--- src/hw/tag_regs_cfg.svh ---
// register offsets, field positions, reset values and timing counts for the tag registers
`ifndef TAG_REGS_CFG_SVH
`define TAG_REGS_CFG_SVH
`define ORIG_TAG_OFFSET 12'h000
`define BYP_TAG_OFFSET 12'h004
`define IDCAP_OFFSET 12'h008
`define STATUS_OFFSET 12'h00C
`define UPDATE_BIT 31
`define GROUP_MSB 23
`define GROUP_LSB 16
`define PART_MSB 15
`define PART_LSB 0
`define TAG_RESET 32'h0000_0000
`define UPDATE_LAT 2
`endif

--- src/hw/tag_regs_pkg.sv ---
// types shared by the tag register bank
package tag_regs_pkg;
  typedef logic [7:0] group_id_t;
  typedef logic [15:0] part_id_t;
  typedef enum logic [1:0] {UPD_IDLE, UPD_WAIT, UPD_APPLY} upd_state_t;
endpackage : tag_regs_pkg

--- src/hw/tag_update_if.sv ---
// handshake between the register bank and one tag update engine
`timescale 1ns/1ps
interface tag_update_if;
  logic start;
  logic [23:0] value;
  logic busy;
  logic [23:0] active;
  modport bank (output start, output value, input busy, input active);
  modport engine (input start, input value, output busy, output active);
endinterface : tag_update_if

--- src/hw/tag_update_engine.sv ---
// applies a new tag value to traffic after a fixed delay and reports completion
`timescale 1ns/1ps
`include "tag_regs_cfg.svh"
module tag_update_engine
  import tag_regs_pkg::*;
(
  input wire logic sys_clk_in,
  input wire logic nrst_in,
  tag_update_if.engine upd
);
  upd_state_t state_reg;
  upd_state_t state_next;
  logic [1:0] cnt_reg;
  logic [23:0] pend_reg;
  logic [23:0] active_reg;
  wire cnt_done = (cnt_reg == 2'(`UPDATE_LAT - 1));

  always_comb begin
    state_next = state_reg;
    case (state_reg)
      UPD_IDLE: if (upd.start) state_next = UPD_WAIT;
      UPD_WAIT: if (cnt_done) state_next = UPD_APPLY;
      UPD_APPLY: state_next = UPD_IDLE;
      default: state_next = UPD_IDLE;
    endcase
  end

  always_ff @(posedge sys_clk_in or negedge nrst_in) begin
    if (!nrst_in) begin
      state_reg <= UPD_IDLE;
      cnt_reg <= 2'h0;
      pend_reg <= 24'h000000;
      active_reg <= 24'h000000;
    end else begin
      state_reg <= state_next;
      cnt_reg <= (state_reg == UPD_WAIT) ? cnt_reg + 2'h1 : 2'h0;
      // a start while busy is ignored: the earlier value completes
      if (state_reg == UPD_IDLE && upd.start) pend_reg <= upd.value;
      if (state_reg == UPD_APPLY) active_reg <= pend_reg;
    end
  end

  assign upd.busy = (state_reg != UPD_IDLE);
  assign upd.active = active_reg;
endmodule : tag_update_engine

--- src/hw/partition_id_update_regs.sv ---
// apb register bank holding the originated-access and bypass partition tags
// ----------------------------------------------------------------------------
// ----------------------------------------------------------------------------
//
// The address map and register access over APB were left to the implementer.
`timescale 1ns/1ps
`include "tag_regs_cfg.svh"
module partition_id_update_regs
  import tag_regs_pkg::*;
#(
  parameter group_id_t MAX_GROUP = 8'h0F,
  parameter part_id_t MAX_PART = 16'h0034
) (
  input wire logic sys_clk_in,
  input wire logic nrst_in,
  input wire logic psel,
  input wire logic penable,
  input wire logic pwrite,
  input wire logic [11:0] paddr,
  input wire logic [31:0] pwdata,
  output logic [31:0] prdata,
  output logic pready,
  output logic pslverr,
  // client transaction qualifiers
  input wire logic translation_enable_in,
  input wire logic ats_translated_in,
  input wire logic ats_check_setting_in,
  input wire logic nonsecure_in,
  input wire logic [7:0] stream_group_id_in,
  input wire logic [15:0] stream_partition_id_in,
  output logic [7:0] originated_group_id_out,
  output logic [15:0] originated_partition_id_out,
  output logic [7:0] client_group_id_out,
  output logic [15:0] client_partition_id_out,
  output logic client_bypass_out
);
  // ----------------------------------------------------------------------------
  // parameter checks
  // ----------------------------------------------------------------------------
  // a bank that supports neither id kind has nothing to tag traffic with
  if (MAX_PART == 16'h0000 && MAX_GROUP == 8'h00) begin : g_no_ids
    $error("no id support configured");
  end
  // the engine counts the update latency in two bits
  if (`UPDATE_LAT < 1 || `UPDATE_LAT > 4) begin : g_bad_lat
    $error("update latency out of the engine counter range");
  end

  // ----------------------------------------------------------------------------
  // supported widths and masks
  // ----------------------------------------------------------------------------
  function automatic logic [15:0] width_mask(input logic [15:0] maxv);
    logic [15:0] m;
    m = 16'h0000;
    for (int i = 0; i < 16; i++) begin
      if (maxv[i]) m = 16'((32'h1 << (i + 1)) - 1);
    end
    return m;
  endfunction : width_mask

  localparam logic [15:0] PART_MASK = width_mask(MAX_PART);
  localparam logic [15:0] GROUP_MASK16 = width_mask({8'h00, MAX_GROUP});
  localparam logic [7:0] GROUP_MASK = GROUP_MASK16[7:0];

  function automatic logic [23:0] clean_ids(input logic [31:0] d);
    return {d[`GROUP_MSB:`GROUP_LSB] & GROUP_MASK, d[`PART_MSB:`PART_LSB] & PART_MASK};
  endfunction : clean_ids

  // ----------------------------------------------------------------------------
  // apb decode
  // ----------------------------------------------------------------------------
  wire acc = psel && penable;
  wire wr = acc && pwrite;
  wire sel_orig = (paddr == `ORIG_TAG_OFFSET);
  wire sel_byp = (paddr == `BYP_TAG_OFFSET);
  wire sel_cap = (paddr == `IDCAP_OFFSET);
  wire sel_stat = (paddr == `STATUS_OFFSET);
  wire mapped = sel_orig || sel_byp || sel_cap || sel_stat;

  logic [23:0] orig_ids_reg;
  logic [23:0] byp_ids_reg;
  logic ready_reg;

  tag_update_if orig_if ();
  tag_update_if byp_if ();

  // a correct update carries the flag and arrives while idle
  wire flag_set = pwdata[`UPDATE_BIT];
  wire orig_upd = wr && sel_orig && flag_set && !orig_if.busy && ready_reg;
  wire byp_upd = wr && sel_byp && flag_set && !byp_if.busy && ready_reg;

  assign orig_if.start = orig_upd;
  assign orig_if.value = clean_ids(pwdata);
  assign byp_if.start = byp_upd;
  assign byp_if.value = clean_ids(pwdata);

  tag_update_engine u_orig (
    .sys_clk_in(sys_clk_in),
    .nrst_in(nrst_in),
    .upd(orig_if)
  );

  tag_update_engine u_byp (
    .sys_clk_in(sys_clk_in),
    .nrst_in(nrst_in),
    .upd(byp_if)
  );

  // ----------------------------------------------------------------------------
  // read mux
  // ----------------------------------------------------------------------------
  logic [31:0] rdata;
  always_comb begin
    if (sel_orig) begin
      rdata = {orig_if.busy, 7'h00, orig_ids_reg};
    end else if (sel_byp) begin
      rdata = {byp_if.busy, 7'h00, byp_ids_reg};
    end else if (sel_cap) begin
      rdata = {8'h00, MAX_GROUP, MAX_PART};
    end else if (sel_stat) begin
      rdata = {30'h0, byp_if.busy, orig_if.busy};
    end else begin
      rdata = 32'h0000_0000;
    end
  end

  // ----------------------------------------------------------------------------
  // registers: one wait state per access keeps pready a flop
  // ----------------------------------------------------------------------------
  always_ff @(posedge sys_clk_in or negedge nrst_in) begin
    if (!nrst_in) begin
      orig_ids_reg <= 24'h000000;
      byp_ids_reg <= 24'h000000;
      ready_reg <= 1'b0;
      prdata <= 32'h0000_0000;
      pslverr <= 1'b0;
    end else begin
      // writes without the flag, or during a pending update, are dropped
      if (orig_upd) orig_ids_reg <= orig_if.value;
      if (byp_upd) byp_ids_reg <= byp_if.value;
      ready_reg <= acc && !ready_reg;
      prdata <= (acc && !ready_reg && !pwrite) ? rdata : 32'h0000_0000;
      pslverr <= acc && !ready_reg && !mapped;
    end
  end
  assign pready = ready_reg;

  // ----------------------------------------------------------------------------
  // traffic tagging
  // ----------------------------------------------------------------------------
  // ids are masked to the bit width of the maximum, so values above it within that width pass, which is one permitted arbitrary id
  wire use_bypass = nonsecure_in &&
    (!translation_enable_in || (ats_translated_in && !ats_check_setting_in));
  wire [23:0] client_ids = use_bypass ? byp_if.active
                                      : {stream_group_id_in, stream_partition_id_in};

  // originated tags feed table fetch, queue and interrupt-write masters
  always_ff @(posedge sys_clk_in or negedge nrst_in) begin
    if (!nrst_in) begin
      originated_group_id_out <= 8'h00;
      originated_partition_id_out <= 16'h0000;
      client_group_id_out <= 8'h00;
      client_partition_id_out <= 16'h0000;
      client_bypass_out <= 1'b0;
    end else begin
      originated_group_id_out <= orig_if.active[23:16];
      originated_partition_id_out <= orig_if.active[15:0];
      client_group_id_out <= client_ids[23:16];
      client_partition_id_out <= client_ids[15:0];
      client_bypass_out <= use_bypass;
    end
  end

  // ----------------------------------------------------------------------------
  // helper state for the checks
  // ----------------------------------------------------------------------------
  // how long each update flag has stood, and what each engine last accepted
  logic [3:0] orig_busy_cnt_reg;
  logic [3:0] byp_busy_cnt_reg;
  logic [23:0] orig_taken_reg;
  logic [23:0] byp_taken_reg;
  // the flag stands for the wait cycles and the apply cycle
  localparam logic [3:0] BUSY_MAX = 4'(`UPDATE_LAT + 1);
  always_ff @(posedge sys_clk_in or negedge nrst_in) begin
    if (!nrst_in) begin
      orig_busy_cnt_reg <= 4'h0;
      byp_busy_cnt_reg <= 4'h0;
      orig_taken_reg <= 24'h000000;
      byp_taken_reg <= 24'h000000;
    end else begin
      orig_busy_cnt_reg <= orig_if.busy ? orig_busy_cnt_reg + 4'h1 : 4'h0;
      byp_busy_cnt_reg <= byp_if.busy ? byp_busy_cnt_reg + 4'h1 : 4'h0;
      if (orig_upd) orig_taken_reg <= orig_if.value;
      if (byp_upd) byp_taken_reg <= byp_if.value;
    end
  end
endmodule : partition_id_update_regs

--- config.mk ---
export PLATFORM = sky130hd
export DESIGN_NAME = partition_id_update_regs
export DESIGN_NICKNAME = d
export VERILOG_FILES = /design/src/hw/tag_regs_pkg.sv /design/src/hw/tag_update_if.sv /design/src/hw/tag_update_engine.sv /design/src/hw/partition_id_update_regs.sv
export VERILOG_INCLUDE_DIRS = /design/src /design/src/hw
export SDC_FILE = /design/constraint.sdc
export NUM_CORES = 1
export LEC_CHECK = 0
export BUFFER_PORTS_ARGS = -buffer_cell sky130_fd_sc_hd__buf_2
export CAP_MARGIN = 20
export CORE_ASPECT_RATIO = 0.5
export CORE_MARGIN = 10
export CORE_UTILIZATION = 50
export CTS_CLUSTER_DIAMETER = 150
export DETAILED_ROUTE_END_ITERATION = 10
export GPL_ROUTABILITY_DRIVEN = 1
export HOLD_SLACK_MARGIN = 0.1
export PLACE_DENSITY = 0.85
export SYNTH_ARGS = -nofsm -noshare
export SYNTH_HDL_FRONTEND = slang
export SYNTH_SLANG_ARGS = --single-unit
--- constraint.sdc ---
create_clock -name sys_clk_in -period 1.58 [get_ports sys_clk_in]
set_input_delay 0.316 -clock sys_clk_in [delete_from_list [all_inputs] [get_ports sys_clk_in]]
set_output_delay 0.316 -clock sys_clk_in [all_outputs]
set_load 0.01 [all_outputs]
# After elaboration in Yosys (flattened, before gate mapping)
# Index checks and enable logic that the tools add are counted.
# W data, S select, Z words.
totals:
  reg_bits: 137
  input_bits: 77
  out_inout_bits: 83
  elab_cells: 82
classes:
  n_addsub: 2
  eq_ne: 13
  mux: 14
  n_reduce_logical: 35
ops:
  columns: ["op", "n"]
  rows:
  - ["$mux W32", 3]
  - ["$eq A12 B4 Y1 const B", 2]
  - ["$mux W24", 1]
  - ["$mux W20", 1]
  - ["$logic_and A1 B1 Y1", 17]
  - ["$mux W2", 7]
  - ["$eq A12 B3 Y1 const B", 1]
  - ["$logic_not A12 Y1", 1]
  - ["$eq A2 B1 Y1 const B", 4]
  - ["$ne A2 B1 Y1 const B", 4]
  - ["$pmux W2 S2", 2]
  - ["$logic_not A1 Y1", 7]
  - ["$add A2 B1 Y2 const B", 2]
  - ["$eq A2 B2 Y1 const B", 2]
  - ["$logic_not A2 Y1", 2]
  - ["$logic_or A1 B1 Y1", 4]
  - ["$reduce_and A2 Y1", 2]
  - ["$reduce_bool A2 Y1", 2]

# Logic depth before layout (Yosys ltp)
depth:
  ltp_word: 8
  mapped_depth: 5
  mapped_depth_nobuf: 4

# Cells and area by module
# Synthesis repeated with hierarchy kept, for this count alone.
hier_totals:
  cells_unflattened: 448
  area_unflattened_um2: 7098.1
modules_own_cells:
  columns: ["mod", "instances", "cells_per_inst", "area_per_inst_um2", "seq_area_each_um2"]
  rows:
  - ["tag_update_engine", 2, 117, 1983.2, 1301.2]
  - ["partition_id_update_regs", 1, 214, 3131.8, 2052.0]

# Worst setup path before layout
# Ideal clock, no wire load.
synth_path:
  kind: "in2reg"
  from: "in paddr[5]"
  to: "reg byp_ids_reg[0]"
  setup_time_ps: 125
  arrival_time_ps: 1816
  required_time_ps: 1455
  path_slack_ps: -362
  path_stages: 5
  path_buffers: 1
  path_cell_list: "or4_4 nor4_4 nand4_2 buf_6 mux2_4"
synth_via:
  elab_chain_cells: 5
synth_lines:
  columns: ["item", "line", "source"]
  rows:
  - ["start, declared", "partition_id_update_regs.sv:19", "input wire logic [11:0] paddr,"]
  - ["$eq A12 B3 Y1 (no line)", null, null]
  - ["$logic_and A1 B1 Y1 (4 in a row)", "partition_id_update_regs.sv:90", "wire byp_upd = wr && sel_byp && flag_set && !byp_if.busy && ready_reg;"]
  - ["end signal, assigned", "partition_id_update_regs.sv:140", "if (byp_upd) byp_ids_reg <= byp_if.value;"]
  - ["end, declared", "partition_id_update_regs.sv:81", "logic [23:0] byp_ids_reg;"]
# Every way passes these cells.
# A chain may end at the register's enable or synchronous reset.

# Worst setup path after layout
layout_path:
  from: "in paddr[5]"
  to: "reg u_byp.pend_reg[16]"
layout_via:
  elab_chain_cells: 6
layout_lines:
  columns: ["item", "line", "source"]
  rows:
  - ["$eq A12 B3 Y1 (no line)", null, null]
  - ["$logic_and A1 B1 Y1 (4 in a row)", "partition_id_update_regs.sv:90", null]
  - ["$logic_and A1 B1 Y1", "tag_update_engine.sv:38", "if (state_reg == UPD_IDLE && upd.start) pend_reg <= upd.value;"]
  - ["end signal, assigned", "tag_update_engine.sv:38", null]
  - ["end, declared", "tag_update_engine.sv:14", "logic [23:0] pend_reg;"]
# Every way passes these cells.

==> flow_metrics.py <==
metrics = {
    "layout": {
        "syn_to_final_growth_pct": 27.9,
        "fin_area_um2": 5960,
        "biggestRegsByFlops": "client_partition_id_out (16), prdata (11)",
        "final_nets": 532,
        "largest_reg_flops": 16,
        "largest_register": "client_partition_id_out",
        "n_antenna_cell": 0,
        "drive_gt1_share_pct": 49.1,
    },
    "placement": {
        "dpl-instance-area_um2": 5290,
        "hpwl_um": 6950,
        "io_buffers": 103,
        "dpl_worst_slack_ps": -548,
        "gp_congestion": 0.722,
    },
    "route": {
        "num_vias": 2825,
        "antenna_left": 0,
        "routed_wl_um": 10400,
        "wl_per_cell_um": 17.8,
        "dr.pass1.iters": 4,
        "drc": 0,
        "vias_per_cell": 4.85,
        "dr.first_iter.drc_count": 175,
    },
    "global_routing": {
        "gr-total-overflow": 0,
        "antenna_found_initial": 0,
        "grt_max_degree": 58,
        "grt_pass1_vias": 3121,
        "grt_pass1_wl_um": 16400,
        "grtUsageTotal_pct": 15.5,
    },
    "worst_setup_path": {
        "cp.arrival_ps": 1980,
        "crit_path_end_kind": "flip-flop",
        "required_ps": 1860,
        "critPathKind": "in -> reg",
        "crit_fanout": 21,
        "critPathLaunchType": "input pin",
    },
    "floorplan": {
        "rows": 24,
        "start_util_pct": 52.4,
        "die_w_um": 157,
        "ios": 160,
        "die_y_um": 88.3,
        "core-area_um2": 8890,
        "die_area_um2": 13800,
    },
    "synthesis": {
        "synth_adder_area_share_pct": 0.537,
        "synthMuxAreaShare_pct": 19.8,
        "ys_seq_area_share_pct": 62.3,
        "syn_avg_cell_area_um2": 14.4,
        "synth_top_family_by_area": "multiplexers",
        "synth-simple-area-share_pct": 6.50,
        "netlist_area_um2": 4660,
        "ys_warn_count": 0,
        "synth-seq-cells": 116,
        "yosysUniqueCellTypes": 28,
        "synth_compound_area_share_pct": 2.55,
        "syn_inst": 324,
        "synthXorXnorAreaFrac_pct": 0,
    },
    "worst_hold_path": {
        "hp-class": "in -> reg",
    },
    "clock_tree": {
        "ctsLongestPathBuffers": 2,
        "clock_latency_ps": 410,
        "numCtsBuffers": 17,
        "clk_pin_slew_ps": 50,
        "root_buffer": "clkbuf_16",
        "clock-sinks": 116,
        "htree_levels": 4,
        "cts_tree": "yes",
    },
    "sta": {
        "setup_tns_ps": -3490,
        "rsz0062_at_grt": "true",
        "fin_ws_ps": -117,
        "clock_skew_ps": 10.4,
        "period_needed_ps": 1700,
        "fmax_mhz": 589,
        "finalHoldViolCount": 0,
        "setup_viol": 40,
        "slew_violations": 0,
        "holdWs_ps": 118,
        "fin_crit_sh_pct": 107,
    },
    "power": {
        "powerDensity_nw_per_um2": 1170,
        "p_int_mw": 5.44,
        "peakVddDrop_mv": 0.857,
        "combinationalPowerShare_pct": 5.5,
        "pwr-share-seq_pct": 43.6,
        "power.total_mw": 6.95,
        "p_sw_share_pct": 21.8,
        "switchingPower_mw": 1.52,
        "p_leak_nw": 3.23,
        "clkPwrFrac_pct": 50.9,
    },
    "status": {
        "failed_checks": "setup timing",
        "status": "complete, but fails checks",
    },
    "run": {
        "maxCapViolations": 0,
    },
}
-- metal layers --
layer	up-vias	share of wire (%)	GRT usage, %
met2	134	52	28.2
met4	0	1.1	6.13
met5	-	0	0
met3	12	8.3	6.15
li1	1275	-	-
met1	1404	39	16.2
-- critical path: stages --
cell	delay [ps]
buf_6	90
or4_4	530
nor4_4	250
buf_4	180
nand4_4	100
buf_12	190
mux2_4	310
-- layout by cell type, fill, tap and decap left out, types with 10 or more instances in the layout --
master and count:
clkbuf_16 17, conb_1 35, nor2_1 17, inv_1 13
o21ai_0 15, buf_2 101, dfrtp_1 116, mux2_2 37
and2_1 14, mux2_4 33, buf_4 10
-- synth_stat cells --
cell type | n | share of area, %
nand3b_1 | 1 | 0.16
clkbuf_1 | 7 | 0.56
nand2_1 | 2 | 0.16
or4_1 | 1 | 0.16
and2_1 | 14 | 1.9
nand4b_1 | 1 | 0.19
buf_4 | 35 | 5.6
nor3_1 | 3 | 0.32
conb_1 | 1 | 0.081
mux2i_1 | 1 | 0.21
mux2_4 | 33 | 11
nor2_1 | 22 | 1.8
nor4_4 | 1 | 0.46
nor2b_1 | 1 | 0.13
a22oi_1 | 2 | 0.32
nand2b_1 | 3 | 0.40
ha_1 | 2 | 0.54
a21oi_1 | 2 | 0.21
nand4_2 | 1 | 0.27
a2111oi_0 | 1 | 0.19
mux2_2 | 37 | 8.9
buf_6 | 4 | 0.97
dfrtp_1 | 116 | 62
nand3_2 | 1 | 0.21
o21ai_0 | 17 | 1.8
or2_0 | 1 | 0.13
inv_1 | 13 | 1.0
or4_4 | 1 | 0.24
-- power groups by stage --
stage	Combinational, mW	Clock, mW	Sequential (mW)
finish	0.383	3.54	3.03
global route	0.428	3.75	3.03
CTS	0.384	3.62	3.03
detailed placement	0.369	0	3.08
global placement	0.357	0	3.08
floorplan	0.176	0	3.11
-- final cells by class --
cell class	count	area [µm²]
Inverter	13	48.8
Sequential cell	116	2900
Fill cell	598	2930
Tap cell	117	146
Timing Repair Buffer	122	761
Multi-Input combinational cell	183	1540
Clock buffer	23	478
Clock inverter	9	78.8
-- worst paths after layout --
check | cells after the start | start | slack, ps | end
max | 7 | paddr[5] | -120 | u_byp.pend_reg[16]
min | 2 | stream_partition_id_in[14] | 120 | client_partition_id_out[14]
max reg2reg | 4 | u_orig.state_reg[0] | -70 | u_orig.pend_reg[18]
min reg2reg | 0 | u_orig.upd.active[0] | 370 | originated_partition_id_out[0]
max in group asynchronous | 3 | nrst_in | 710 | prdata[5]
min in group asynchronous | 2 | nrst_in | 310 | u_orig.state_reg[0]
-- per-stage QoR --
| step | cells | util [%] |
|---|---|---|
| floorplan | 358 | - |
| CTS | 583 | 66.9 |
| finish | 583 | 67.0 |
| global placement | 546 | 59.5 |
| detailed placement | 546 | 59.5 |
| global route | 583 | 67.0 |
-- cell families (layout without fill, tap and decap cells) --
| group | after synthesis | in the layout |
|---|---|---|
| simple gates | 53 | 53 |
| mux | 71 | 71 |
| buf+inv | 59 | 167 |
| other cells | 1 | 35 |
| flops | 116 | 116 |
| fa+ha+maj | 2 | 2 |
| compound gates | 22 | 22 |
-- repair_timing --
item | 4_1_cts | 5_1_grt
hold endpoints to repair | 110 | 0
endpoints found under the setup margin | 41 | 51
hold buffers | 3 | 0
gates cloned | 1 | 0
setup buffers | 1 | 0
gates resized for setup | 7 | 5
No activity file was read; power rests on OpenSTA's default activity.
